==> src/rtl/ampcr_cfg.svh <==
`ifndef AMPCR_CFG_SVH
`define AMPCR_CFG_SVH

// Register addresses
`define AMPCR_ADDR_LEVEL_CTRL  8'h04
`define AMPCR_ADDR_SHUTDOWN    8'h05
`define AMPCR_ADDR_FAULT_FLAGS 8'h06
`define AMPCR_ADDR_FAULT_CLEAR 8'h07
`define AMPCR_ADDR_SOFT_RESET  8'h08

// Level control field positions
`define AMPCR_LC_ON_BIT        7
`define AMPCR_LC_COMP_HI       6
`define AMPCR_LC_COMP_LO       5
`define AMPCR_LC_FIXED_BIT     4
`define AMPCR_LC_THR_HI        3
`define AMPCR_LC_THR_LO        0

// Shutdown and fault field positions
`define AMPCR_SD_RIGHT_BIT     1
`define AMPCR_SD_LEFT_BIT      0
`define AMPCR_FF_RIGHT_OC_BIT  3
`define AMPCR_FF_LEFT_OC_BIT   2
`define AMPCR_FF_OT_WARN_BIT   1
`define AMPCR_FF_OT_ERR_BIT    0

// Reset values
`define AMPCR_RST_LEVEL_ON     1'h0
`define AMPCR_RST_COMP         2'h2
`define AMPCR_RST_FIXED        1'h0
`define AMPCR_RST_THRESHOLD    4'hb
`define AMPCR_RST_POWER_DOWN   1'h1
`define AMPCR_RST_FLAGS        4'h0

`endif

==> src/rtl/ampcr_pkg.sv <==
package ampcr_pkg;

	// Compressor modes
	typedef enum logic [1:0] {
		AMPCR_LIMITER = 2'h0,
		AMPCR_COMP1   = 2'h1,
		AMPCR_COMP2   = 2'h2,
		AMPCR_COMP3   = 2'h3
	} ampcr_comp_type;

	// Level control register fields
	typedef struct packed {
		logic           level_ctrl_on;
		ampcr_comp_type comp_mode;
		logic           threshold_fixed_power;
		logic [3:0]     threshold_level;
	} ampcr_level_type;

	// Raw fault conditions from the analog side
	typedef struct packed {
		logic right_overcurrent;
		logic left_overcurrent;
		logic overtemp_warning;
		logic overtemp_error;
	} ampcr_fault_type;

	// Register access request
	typedef struct packed {
		logic       wr;
		logic       rd;
		logic [7:0] addr;
		logic [7:0] wdata;
	} ampcr_req_type;

endpackage

==> src/rtl/ampcr_regs.sv <==
`timescale 1ns/1ns
`include "ampcr_cfg.svh"

module ampcr_regs
	import ampcr_pkg::*;
(
	input  wire logic            clk,                    // Device clock, 20 MHz
	input  wire logic            rst,                    // Sync reset, active high
	input  wire ampcr_req_type   req,                    // Register access from serial engine
	input  wire logic            overcurrent_autorecover, // Mode register bit, same clock
	input  wire logic            overtemp_autorecover,   // Mode register bit, same clock
	input  wire ampcr_fault_type fault_pin,              // Raw fault levels from analog
	output      logic [7:0]      rdata_q,                // Read data, one cycle after rd
	output      ampcr_level_type level_q,                // Level control settings
	output      logic            right_power_down_q,     // Right channel shut down
	output      logic            left_power_down_q,      // Left channel shut down
	output      ampcr_fault_type fault_q,                // Latched fault flags
	output      logic            recover_q               // Recovery pulse to analog
);

	////////////////////////////////////////////////////////////////////////////
	// Declarations
	// Control state lives here; fault flags sit in the latch submodule
	// All outputs leave straight from registers, no logic after the flops

	// Next values of the output registers
	ampcr_level_type level_d;
	logic            right_power_down_d;
	logic            left_power_down_d;
	logic [7:0]      rdata_d;
	logic            recover_d;

	// Synchroniser stages
	ampcr_fault_type sync1_d;
	ampcr_fault_type sync1_q;
	ampcr_fault_type sync2_d;
	ampcr_fault_type sync2_q;

	// Decoded write strobes
	logic            wr_clear;
	logic            wr_reset;
	logic            wr_level;
	logic            wr_shutdown;
	logic            flag_clr;

	// Address match helper
	// Only writes match; reads go through the readback mux instead
	function automatic logic hit(input ampcr_req_type r, input logic [7:0] a);
		hit = r.wr && (r.addr == a);
	endfunction

	// Byte returned to the host for an address
	// Write-only and unmapped addresses read as zero
	// Fault byte pads the upper nibble with zeros
	function automatic logic [7:0] readback(
		input logic [7:0]      a,    // Register address
		input ampcr_level_type lv,   // Level control settings
		input logic            rpd,  // Right channel shut down
		input logic            lpd,  // Left channel shut down
		input ampcr_fault_type ff    // Latched fault flags
	);
		case (a)
			`AMPCR_ADDR_LEVEL_CTRL:  readback = lv;
			`AMPCR_ADDR_SHUTDOWN:    readback = {6'h00, rpd, lpd};
			`AMPCR_ADDR_FAULT_FLAGS: readback = {4'h0, ff};
			default:                 readback = 8'h00;
		endcase
	endfunction

	////////////////////////////////////////////////////////////////////////////
	// Fault input synchroniser
	// Fault levels come from the analog side with no clock relation
	// Two stages before any logic reads them
	// A fault shorter than a cycle may be missed
	// Only the second stage feeds the flag latch

	// Next stage values
	always_comb begin
		sync1_d = fault_pin;
		sync2_d = sync1_q;
	end

	// Synchroniser stages
	always_ff @(posedge clk) begin
		if (rst) begin
			sync1_q <= ampcr_fault_type'(`AMPCR_RST_FLAGS);
			sync2_q <= ampcr_fault_type'(`AMPCR_RST_FLAGS);
		end else begin
			sync1_q <= sync1_d;
			sync2_q <= sync2_d;
		end
	end

	////////////////////////////////////////////////////////////////////////////
	// Write strobes

	// Clear and soft reset ignore the data byte
	// Neither register stores anything; a write is a one-cycle event
	assign wr_clear = hit(req, `AMPCR_ADDR_FAULT_CLEAR);
	assign wr_reset = hit(req, `AMPCR_ADDR_SOFT_RESET);
	assign flag_clr = wr_clear | wr_reset;                 // Soft reset clears flags too

	// Plain register writes
	// Writes to the fault address match nothing and are dropped
	assign wr_level    = hit(req, `AMPCR_ADDR_LEVEL_CTRL);
	assign wr_shutdown = hit(req, `AMPCR_ADDR_SHUTDOWN);

	////////////////////////////////////////////////////////////////////////////
	// Control register next values
	// Soft reset outranks a normal write in the same cycle
	// Only one address is decoded per request, so writes never collide
	// Registers hold their value when nothing addresses them
	// Reserved shutdown bits are dropped on write

	// Next values of the control registers
	always_comb begin
		level_d            = level_q;
		right_power_down_d = right_power_down_q;
		left_power_down_d  = left_power_down_q;
		if (wr_reset) begin
			level_d.level_ctrl_on         = `AMPCR_RST_LEVEL_ON;
			level_d.comp_mode             = ampcr_comp_type'(`AMPCR_RST_COMP);
			level_d.threshold_fixed_power = `AMPCR_RST_FIXED;
			level_d.threshold_level       = `AMPCR_RST_THRESHOLD;
			right_power_down_d            = `AMPCR_RST_POWER_DOWN;
			left_power_down_d             = `AMPCR_RST_POWER_DOWN;
		end else if (wr_level) begin
			level_d.level_ctrl_on         = req.wdata[`AMPCR_LC_ON_BIT];
			level_d.comp_mode             =
				ampcr_comp_type'(req.wdata[`AMPCR_LC_COMP_HI:`AMPCR_LC_COMP_LO]);
			level_d.threshold_fixed_power = req.wdata[`AMPCR_LC_FIXED_BIT];
			// Code passed straight through; analog maps it monotonically
			level_d.threshold_level       =
				req.wdata[`AMPCR_LC_THR_HI:`AMPCR_LC_THR_LO];
		end else if (wr_shutdown) begin
			right_power_down_d = req.wdata[`AMPCR_SD_RIGHT_BIT];
			left_power_down_d  = req.wdata[`AMPCR_SD_LEFT_BIT];
		end
	end

	// Control registers
	// Power-on values match the soft reset values above
	// Both channels start shut down
	// Write effects show one cycle after the request
	always_ff @(posedge clk) begin
		if (rst) begin
			level_q.level_ctrl_on         <= `AMPCR_RST_LEVEL_ON;
			level_q.comp_mode             <= ampcr_comp_type'(`AMPCR_RST_COMP);
			level_q.threshold_fixed_power <= `AMPCR_RST_FIXED;
			level_q.threshold_level       <= `AMPCR_RST_THRESHOLD;
			right_power_down_q            <= `AMPCR_RST_POWER_DOWN;
			left_power_down_q             <= `AMPCR_RST_POWER_DOWN;
		end else begin
			level_q            <= level_d;
			right_power_down_q <= right_power_down_d;
			left_power_down_q  <= left_power_down_d;
		end
	end

	////////////////////////////////////////////////////////////////////////////
	// Fault flags
	// Flags are sticky; set wins when a fault and a clear meet
	// Autorecovery bits gate only the setting of flags
	// Existing flags stay until a clear or soft reset
	// Flags reach the output three cycles after the pin

	// Flag latch
	ampcr_fault_latch u_fault (
		.clk     (clk),
		.rst     (rst),
		.clr     (flag_clr),
		.oc_arm  (overcurrent_autorecover),
		.ot_arm  (overtemp_autorecover),
		.cond    (sync2_q),
		.flags_q (fault_q)
	);

	////////////////////////////////////////////////////////////////////////////
	// Read data and recovery pulse
	// Read data holds its last value between reads
	// Recovery pulse is one cycle wide, one cycle after the clearing write
	// Analog side restarts a tripped channel on that pulse

	// Next read data and pulse
	always_comb begin
		rdata_d   = rdata_q;
		recover_d = flag_clr;
		if (req.rd) begin
			rdata_d = readback(req.addr, level_q, right_power_down_q,
				left_power_down_q, fault_q);
		end
	end

	// Read data and pulse registers
	// Read data resets to zero; soft reset leaves it alone
	always_ff @(posedge clk) begin
		if (rst) begin
			rdata_q   <= 8'h00;
			recover_q <= 1'h0;
		end else begin
			rdata_q   <= rdata_d;
			recover_q <= recover_d;
		end
	end

endmodule // ampcr_regs

==> src/rtl/ampcr_fault_latch.sv <==
`timescale 1ns/1ns
`include "ampcr_cfg.svh"

// Sticky fault flag holder with set-over-clear priority
module ampcr_fault_latch
	import ampcr_pkg::*;
(
	input  wire logic            clk,       // Device clock
	input  wire logic            rst,       // Sync reset, active high
	input  wire logic            clr,       // Clear pulse (error clear or soft reset)
	input  wire logic            oc_arm,    // Overcurrent reporting armed
	input  wire logic            ot_arm,    // Overtemp reporting armed
	input  wire ampcr_fault_type cond,      // Synchronised fault conditions
	output      ampcr_fault_type flags_q    // Latched flags
);

	ampcr_fault_type flags_d;
	ampcr_fault_type set_v;

	// Set terms gated by the autorecovery controls
	always_comb begin
		set_v.right_overcurrent = cond.right_overcurrent & oc_arm;
		set_v.left_overcurrent  = cond.left_overcurrent & oc_arm;
		set_v.overtemp_warning  = cond.overtemp_warning & ot_arm;
		set_v.overtemp_error    = cond.overtemp_error & ot_arm;
		if (clr) begin
			flags_d = set_v;
		end else begin
			flags_d = flags_q | set_v;
		end
	end

	// Flag register
	always_ff @(posedge clk) begin
		if (rst) begin
			flags_q <= ampcr_fault_type'(`AMPCR_RST_FLAGS);
		end else begin
			flags_q <= flags_d;
		end
	end

endmodule // ampcr_fault_latch

==> config.mk <==
export PLATFORM = sky130hd
export DESIGN_NAME = ampcr_regs
export DESIGN_NICKNAME = d
export VERILOG_FILES = /design/src/rtl/ampcr_pkg.sv /design/src/rtl/ampcr_regs.sv /design/src/rtl/ampcr_fault_latch.sv
export VERILOG_INCLUDE_DIRS = /design/src /design/src/rtl
export SDC_FILE = /design/constraint.sdc
export NUM_CORES = 1
export LEC_CHECK = 0
export BUFFER_PORTS_ARGS = -buffer_cell sky130_fd_sc_hd__buf_2
export CAP_MARGIN = 20
export CORE_ASPECT_RATIO = 0.75
export CORE_UTILIZATION = 32
export DETAILED_ROUTE_END_ITERATION = 10
export HOLD_SLACK_MARGIN = 0.02
export PLACE_DENSITY_LB_ADDON = 0.25
export SLEW_MARGIN = 20
export SYNTH_ARGS = -nofsm -noshare
export SYNTH_HDL_FRONTEND = slang
export SYNTH_HIERARCHICAL = 1
export SYNTH_SLANG_ARGS = --single-unit
==> constraint.sdc <==
create_clock -name clk -period 2.8 [get_ports clk]
set_input_delay 0.14 -clock clk [delete_from_list [all_inputs] [get_ports clk]]
set_output_delay 0.14 -clock clk [all_outputs]
set_load 0.01 [all_outputs]
==> results of run 1 <==
-- worst reg2reg max path: cells and delay by family (launching register included) --
| kind | cells | cell delay, ns |
|---|---|---|
| simple gates | 1 | 0.07 |
| compound gates | 1 | 0.25 |
| flops | 1 | 0.33 |
| mux | 1 | 0.26 |
-- final cells by class --
| class | instances | area, sq um | area share |
|---|---|---|---|
| Clock inverter | 1 | 5.00 | 0.00310 |
| Tap cell | 52 | 65.1 | 0.0402 |
| Inverter | 2 | 7.51 | 0.00464 |
| Timing Repair Buffer | 48 | 240 | 0.149 |
| Sequential cell | 31 | 621 | 0.384 |
| Multi-Input combinational cell | 85 | 596 | 0.368 |
| Clock buffer | 6 | 82.6 | 0.0511 |
-- metal layers --
layer | part of all wire | track usage | vias to the layer above
li1 | - | - | 556
met1 | 0.48 | 0.207 | 505
met2 | 0.42 | 0.196 | 65
met3 | 0.088 | 0.0682 | 6
met4 | 0.011 | 0.0647 | 0
met5 | 0 | 0 | -
-- logic make-up after synthesis --
family,synth area share
flops,0.490
mux,0.0355
compound gates,0.164
simple gates,0.264
buf+inv,0.0405
xor+xnor,0.00691
-- registers in the layout (all words and copies together), names as in the netlist --
register and flops:
sync2_q 4, level_q 8, u_fault/flags_q 4, left_power_down_q 1, sync1_q 4, recover_q 1
right_power_down_q 1, rdata_q 8
-- final timing paths --
path | start | to | slack (ns) | cells after the start
min reg2reg | sync1_q[3] | sync2_q[3] | 0.43 | 1
max | req[13] | level_q[0] | 1.44 | 4
max reg2reg | level_q[0] | rdata_q[0] | 1.74 | 3
min | fault_pin[2] | sync1_q[2] | 0.07 | 2
-- metrics by stage --
step | setup WS (ns) | instance area [sq um]
after floorplan | 1.65 | 1270
after global placement | 1.21 | 1530
after detailed placement | 1.13 | 1530
after CTS | 1.44 | 1620
after global routing | 1.29 | 1620
final | 1.44 | 1620
-- cell usage in the layout (no fill, tap or decap), drive strengths merged, types with 6 or more instances in the layout --
master	n
clkbuf	6
a21oi	10
nor2b	12
nand2	6
nand4	7
dfxtp	31
nor2	6
buf	48
nand2b	10
-- power by group --
part	internal (mW)	switching [mW]
logic	0.0305	0.0376
registers	0.449	0.00275
clock network	0.192	0.150
total	0.672	0.191
==> impl_results.md, run 1 <==
- Unrepaired setup endpoints after global routing: false
- Pwr per Cell Area: approximately 530 mW/mm^2
- Die height: 56.5 microns
- GRT Total Usage: 0.150
- Nature of the critical path startpoint: input port
- Via/cell ratio: 5.03
- Filler cells: between 300 and 400
- Initial antenna violation count: 0
- Fin Setup TNS: 0 ns
- Net count after synthesis: 151
- Antenna viol nets, final: 0
- First DRT Iteration DRCs: 42
- First-pass GRT wire length: 4590 microns
- Crit path max-delay family: simple AND/OR/NAND/NOR gates
- # Post-CTS Setup Buffers: 0
- Final #Nets: around 200
- Crit-path max FO: 15
- Final Slew Violations: 0
- Final period util: 0.486
- ANT cells: 0
- Vias in the first global route: roughly 1,000
- Die Wd: 74.7 microns
- Hold_buf cts: 0
- Sequential area share after synthesis: 0.490
- Top-count cell post-synth: dfxtp_1
- Crit path kind: in -> reg
- Worst path bufs/invs: 1
- Top cell type's share of synthesized area: 0.490
- Post-synth top flop: dfxtp_1
- Clk sink count: 31
- Crit path DAT: 1.53 ns
- Static Leak: roughly 0.66 nW
- GPL Wtd Cong: 0.785
- H-tree depth: 2
- Total iterations of the first detailed-routing run: 4
- Post-synth EDFFs: 0
- Final WL: just under 3000 microns
- Critical Path, Cell by Cell: buf_2 -> nor4_4 -> nand4_1 -> o32a_2
- DP Wirelength: 2160 microns
- Netlist cell types: 28
- Die area: around 0.0042 sq mm
- Synth top cells by count: 31 x dfxtp_1, 12 x nor2b_1, 10 x a21oi_1, 10 x nand2b_1, 7 x nand4_1
- # placed instances: 218
- Core Footprint: about 0.0037 sq mm
- Max cap viols: 0
- FP Rows: 19
- CTS Buffer Depth: 2
- Post-Route Utilization: 0.433
- Clock Latency Late Sink: 0.27 ns
- P&R area growth vs syn: 27.5%
- Asr flop ratio synth: 0
- Flops & latches, synth: 31
- Initial Util: 0.340
- Total power draw: 862 uW
- Critical Path RT: 2.96 ns
- Layout cells sized above 1: 0.393
- CTS tree: yes
- Max transition margin: 0.505
- Area leader, netlist: dfxtp_1
- CP max-delay cell: nor4_4
- Largest stage delay, worst path: 0.68 ns
- Worst Hold Slack: 0.0705 ns
- Crit. End Element: flip-flop
- Period minus WS final: 1.36 ns
- Vias: 1,132
- F_max: 734 MHz
- Worst-path clk slew: 0.06 ns
- Clock buffer count from CTS: 5
- Post-Syn Area: 0.00127 sq mm
- VDD IR max: 0.178 mV
- Buffers added on ports: 48
- Syn Inst Count: approximately 130
- Root buf cell: clkbuf_8
- Final hold viol count: 0
- Top post-synthesis cells by area: dfxtp_1 49%, nor2b_1 5.9%, nand2b_1 4.9%, a21oi_1 3.9%, mux2_2 3.6%
- DRC: 0
- Setup violators final: 0
- Clock Skew: 0.00462 ns
- Grt ovf: 0
- Synth warn: 6
- Non-Filler Instances: between 200 and 250
- Status: complete, no violations
- Worst slew pin tran: 0.738 ns
- Cts repair resizes: 0
- Worst Hold Class: in -> reg
- Largest net degree at the start of global routing: 31
- Mean Syn Cell Area: 10.1 sq um
- Avg WL per Cell: 12.9 microns
- I/O pin count: 49
Note: power is estimated with default switching activity, not from simulation.
==> run 2, diff against run 1 <==
==> constraint.sdc (replaced) <==
create_clock -name clk -period 1.4 [get_ports clk]
set_input_delay 0.07 -clock clk [delete_from_list [all_inputs] [get_ports clk]]
set_output_delay 0.07 -clock clk [all_outputs]
set_load 0.01 [all_outputs]
==> impl_results.md, run 2 (synthesized netlist as in run 1, its figures left out) <==
- Die Wd: 74.7 microns (unchanged)
- DP Wirelength: 2260 microns (+4.8%)
- Critical Path RT: 1.56 ns (-1.40 ns)
- Critical R2R Launch: level_q[0]
- Worst hold endpoint: level_q[1]
- Filler cells: 365 (-5.7%)
- Vias in the first global route: 1,034 (+6.3%)
- Die area: 0.00422 sq mm (unchanged)
- Max cap viols: 0 (unchanged)
- Unrepaired setup endpoints after global routing: false
- Status: complete, no violations
- Worst R2R End: rdata_q[0]
- Vias: 1,155 (+2.0%)
- Fin Setup TNS: 0 ns (unchanged)
- Crit. End Element: flip-flop
- Biggest regs: level_q x8, rdata_q x8
- Worst Hold Class: in -> reg
- P&R area growth vs syn: 38.2%
- Antenna viol nets, final: 0 (unchanged)
- FF+latch area: 621 sq um (unchanged)
- Buffers added on ports: 48 (unchanged)
- DRC: 0 (unchanged)
- Crit-path max FO: 3 (-12)
- Crit path DAT: 1.21 ns (-0.32 ns)
- Final period util: 0.745
- First DRT Iteration DRCs: 42 (unchanged)
- Worst slew pin tran: 0.417 ns (-0.320 ns)
- Root buf cell: clkbuf_8
- Period minus WS final: ~1.0 ns
- Post-layout worst setup margin: 0.357 ns (-1.08 ns)
- Min-delay src: req[1]
- Largest net degree at the start of global routing: 18 (-42%)
- Grt ovf: 0 (unchanged)
- Initial Util: 0.340 (unchanged)
- Nature of the critical path startpoint: flip-flop
- Commonest non-fill, non-tap cell in the layout: buf_2
- Worst-path clk slew: 0.06 ns (about the same)
- Final #Nets: 212 (+6.5%)
- CP max-delay cell: dfxtp_1
- Area of the multi-input gates: 596 sq um (unchanged)
- F_max: 959 MHz
- I/O pin count: 49 (unchanged)
- GPL Wtd Cong: 0.821 (+4.6%)
- Clock Skew: 0.00325 ns (-0.00136 ns)
- Final Slew Violations: 0 (unchanged)
- Largest stage delay, worst path: 0.34 ns (-0.34 ns)
- Avg WL per Cell: 12.9 microns (-0.18%)
- Static Leak: 0.720 nW (+9.4%)
- CTS Buffer Depth: 2 (unchanged)
- First-pass GRT wire length: 4830 microns (+5.3%)
- Worst path bufs/invs: 0 (-1)
- FP Rows: 19 (unchanged)
- Clock buffer count from CTS: 5 (unchanged)
- Pwr per Cell Area: 1040 mW/mm^2 (+94%)
- Final WL: 3080 microns (+6.0%)
- GRT Total Usage: 0.162 (+0.0127)
- CTS tree: yes
- VDD IR max: 0.343 mV (+92%)
- Worst slack, placed: 0.102 ns (-1.03 ns)
- Most frequent cells in the layout: 48 x buf_2, 31 x dfxtp_1, 12 x nor2b_1
- Core Footprint: 0.00373 sq mm (unchanged)
- R2R Setup Slk: 0.36 ns (-1.38 ns)
- ANT cells: 0 (unchanged)
- Initial antenna violation count: 0 (unchanged)
- Setup violators final: 0 (unchanged)
- Final hold viol count: 0 (unchanged)
- Cell count of the worst reg-to-reg path: 3 (unchanged)
- H-tree depth: 2 (unchanged)
- Max transition margin: 0.720 (+0.215)
- Crit path max-delay family: flip-flops
- Critical Path, Cell by Cell: mux2_2 -> a221oi_1 -> nor3_1
- Total iterations of the first detailed-routing run: 4 (unchanged)
- Layout cells sized above 1: 0.380 (-0.0134)
- Via/cell ratio: 4.83 (-3.9%)
- Crit path kind: reg -> reg
- Clk sink count: 31 (unchanged)
- Hold path cells: 2 (unchanged)
- Die height: 56.5 microns (unchanged)
- Cts repair resizes: 0 (unchanged)
- Clock Latency Late Sink: 0.28 ns (about the same)
[run 2: repair_timing]
| action | 4_1_cts | 5_1_grt |
|---|---|---|
| setup buffers | 0 | 0 |
| hold buffers | 10 | 0 |
| hold endpoints to repair | 10 | 0 |
[run 2: worst max-delay path by stage]
stage               startpoint  depth (start not counted)            endpoint
floorplan              req[13]                          6  u_fault/flags_q[0]
global placement       req[13]                          4          level_q[2]
detailed placement     req[13]                          6  u_fault/flags_q[2]
CTS                 level_q[0]                          3          rdata_q[0]
global route           req[13]                          6  u_fault/flags_q[1]
finish              level_q[0]                          3          rdata_q[0]
[run 2: power breakdown]
| part | total (mW) | internal [mW] | leakage [nW] | switching, mW |
|---|---|---|---|---|
| clock network | 0.749 | 0.448 | 0.0515 | 0.302 |
| logic | 0.163 | 0.0828 | 0.417 | 0.0804 |
| registers | 0.903 | 0.898 | 0.252 | 0.00554 |
| total | 1.82 | 1.43 | 0.720 | 0.388 |
[run 2: layout make-up]
cell class / instances / area share
clock buffer: 8 / 0.0571
multi-input combinational: 85 / 0.340
inverter: 2 / 0.00429
tap: 52 / 0.0371
sequential: 31 / 0.354
timing repair buffer: 61 / 0.207
[run 2: metal layers]
layer	vias up	part of all wire	routed length, microns	track usage
met3	4	0.064	198	0.0682
li1	582	-	-	-
met5	-	0	0	0
met2	37	0.43	1330	0.223
met1	532	0.49	1510	0.215
met4	0	0.012	36	0.0809
[run 2: through the flow]
stage	cell area, sq um	power (mW)	cells	util	hold WS [ns]
detailed placement	1550	1.06	221	0.416	0.285
floorplan	1270	0.999	125	-	0.139
CTS	1750	1.84	239	0.469	0.0281
global route	1750	1.91	239	0.469	0.0375
global placement	1550	1.06	221	0.416	0.280
finish	1750	1.82	239	0.469	0.0423
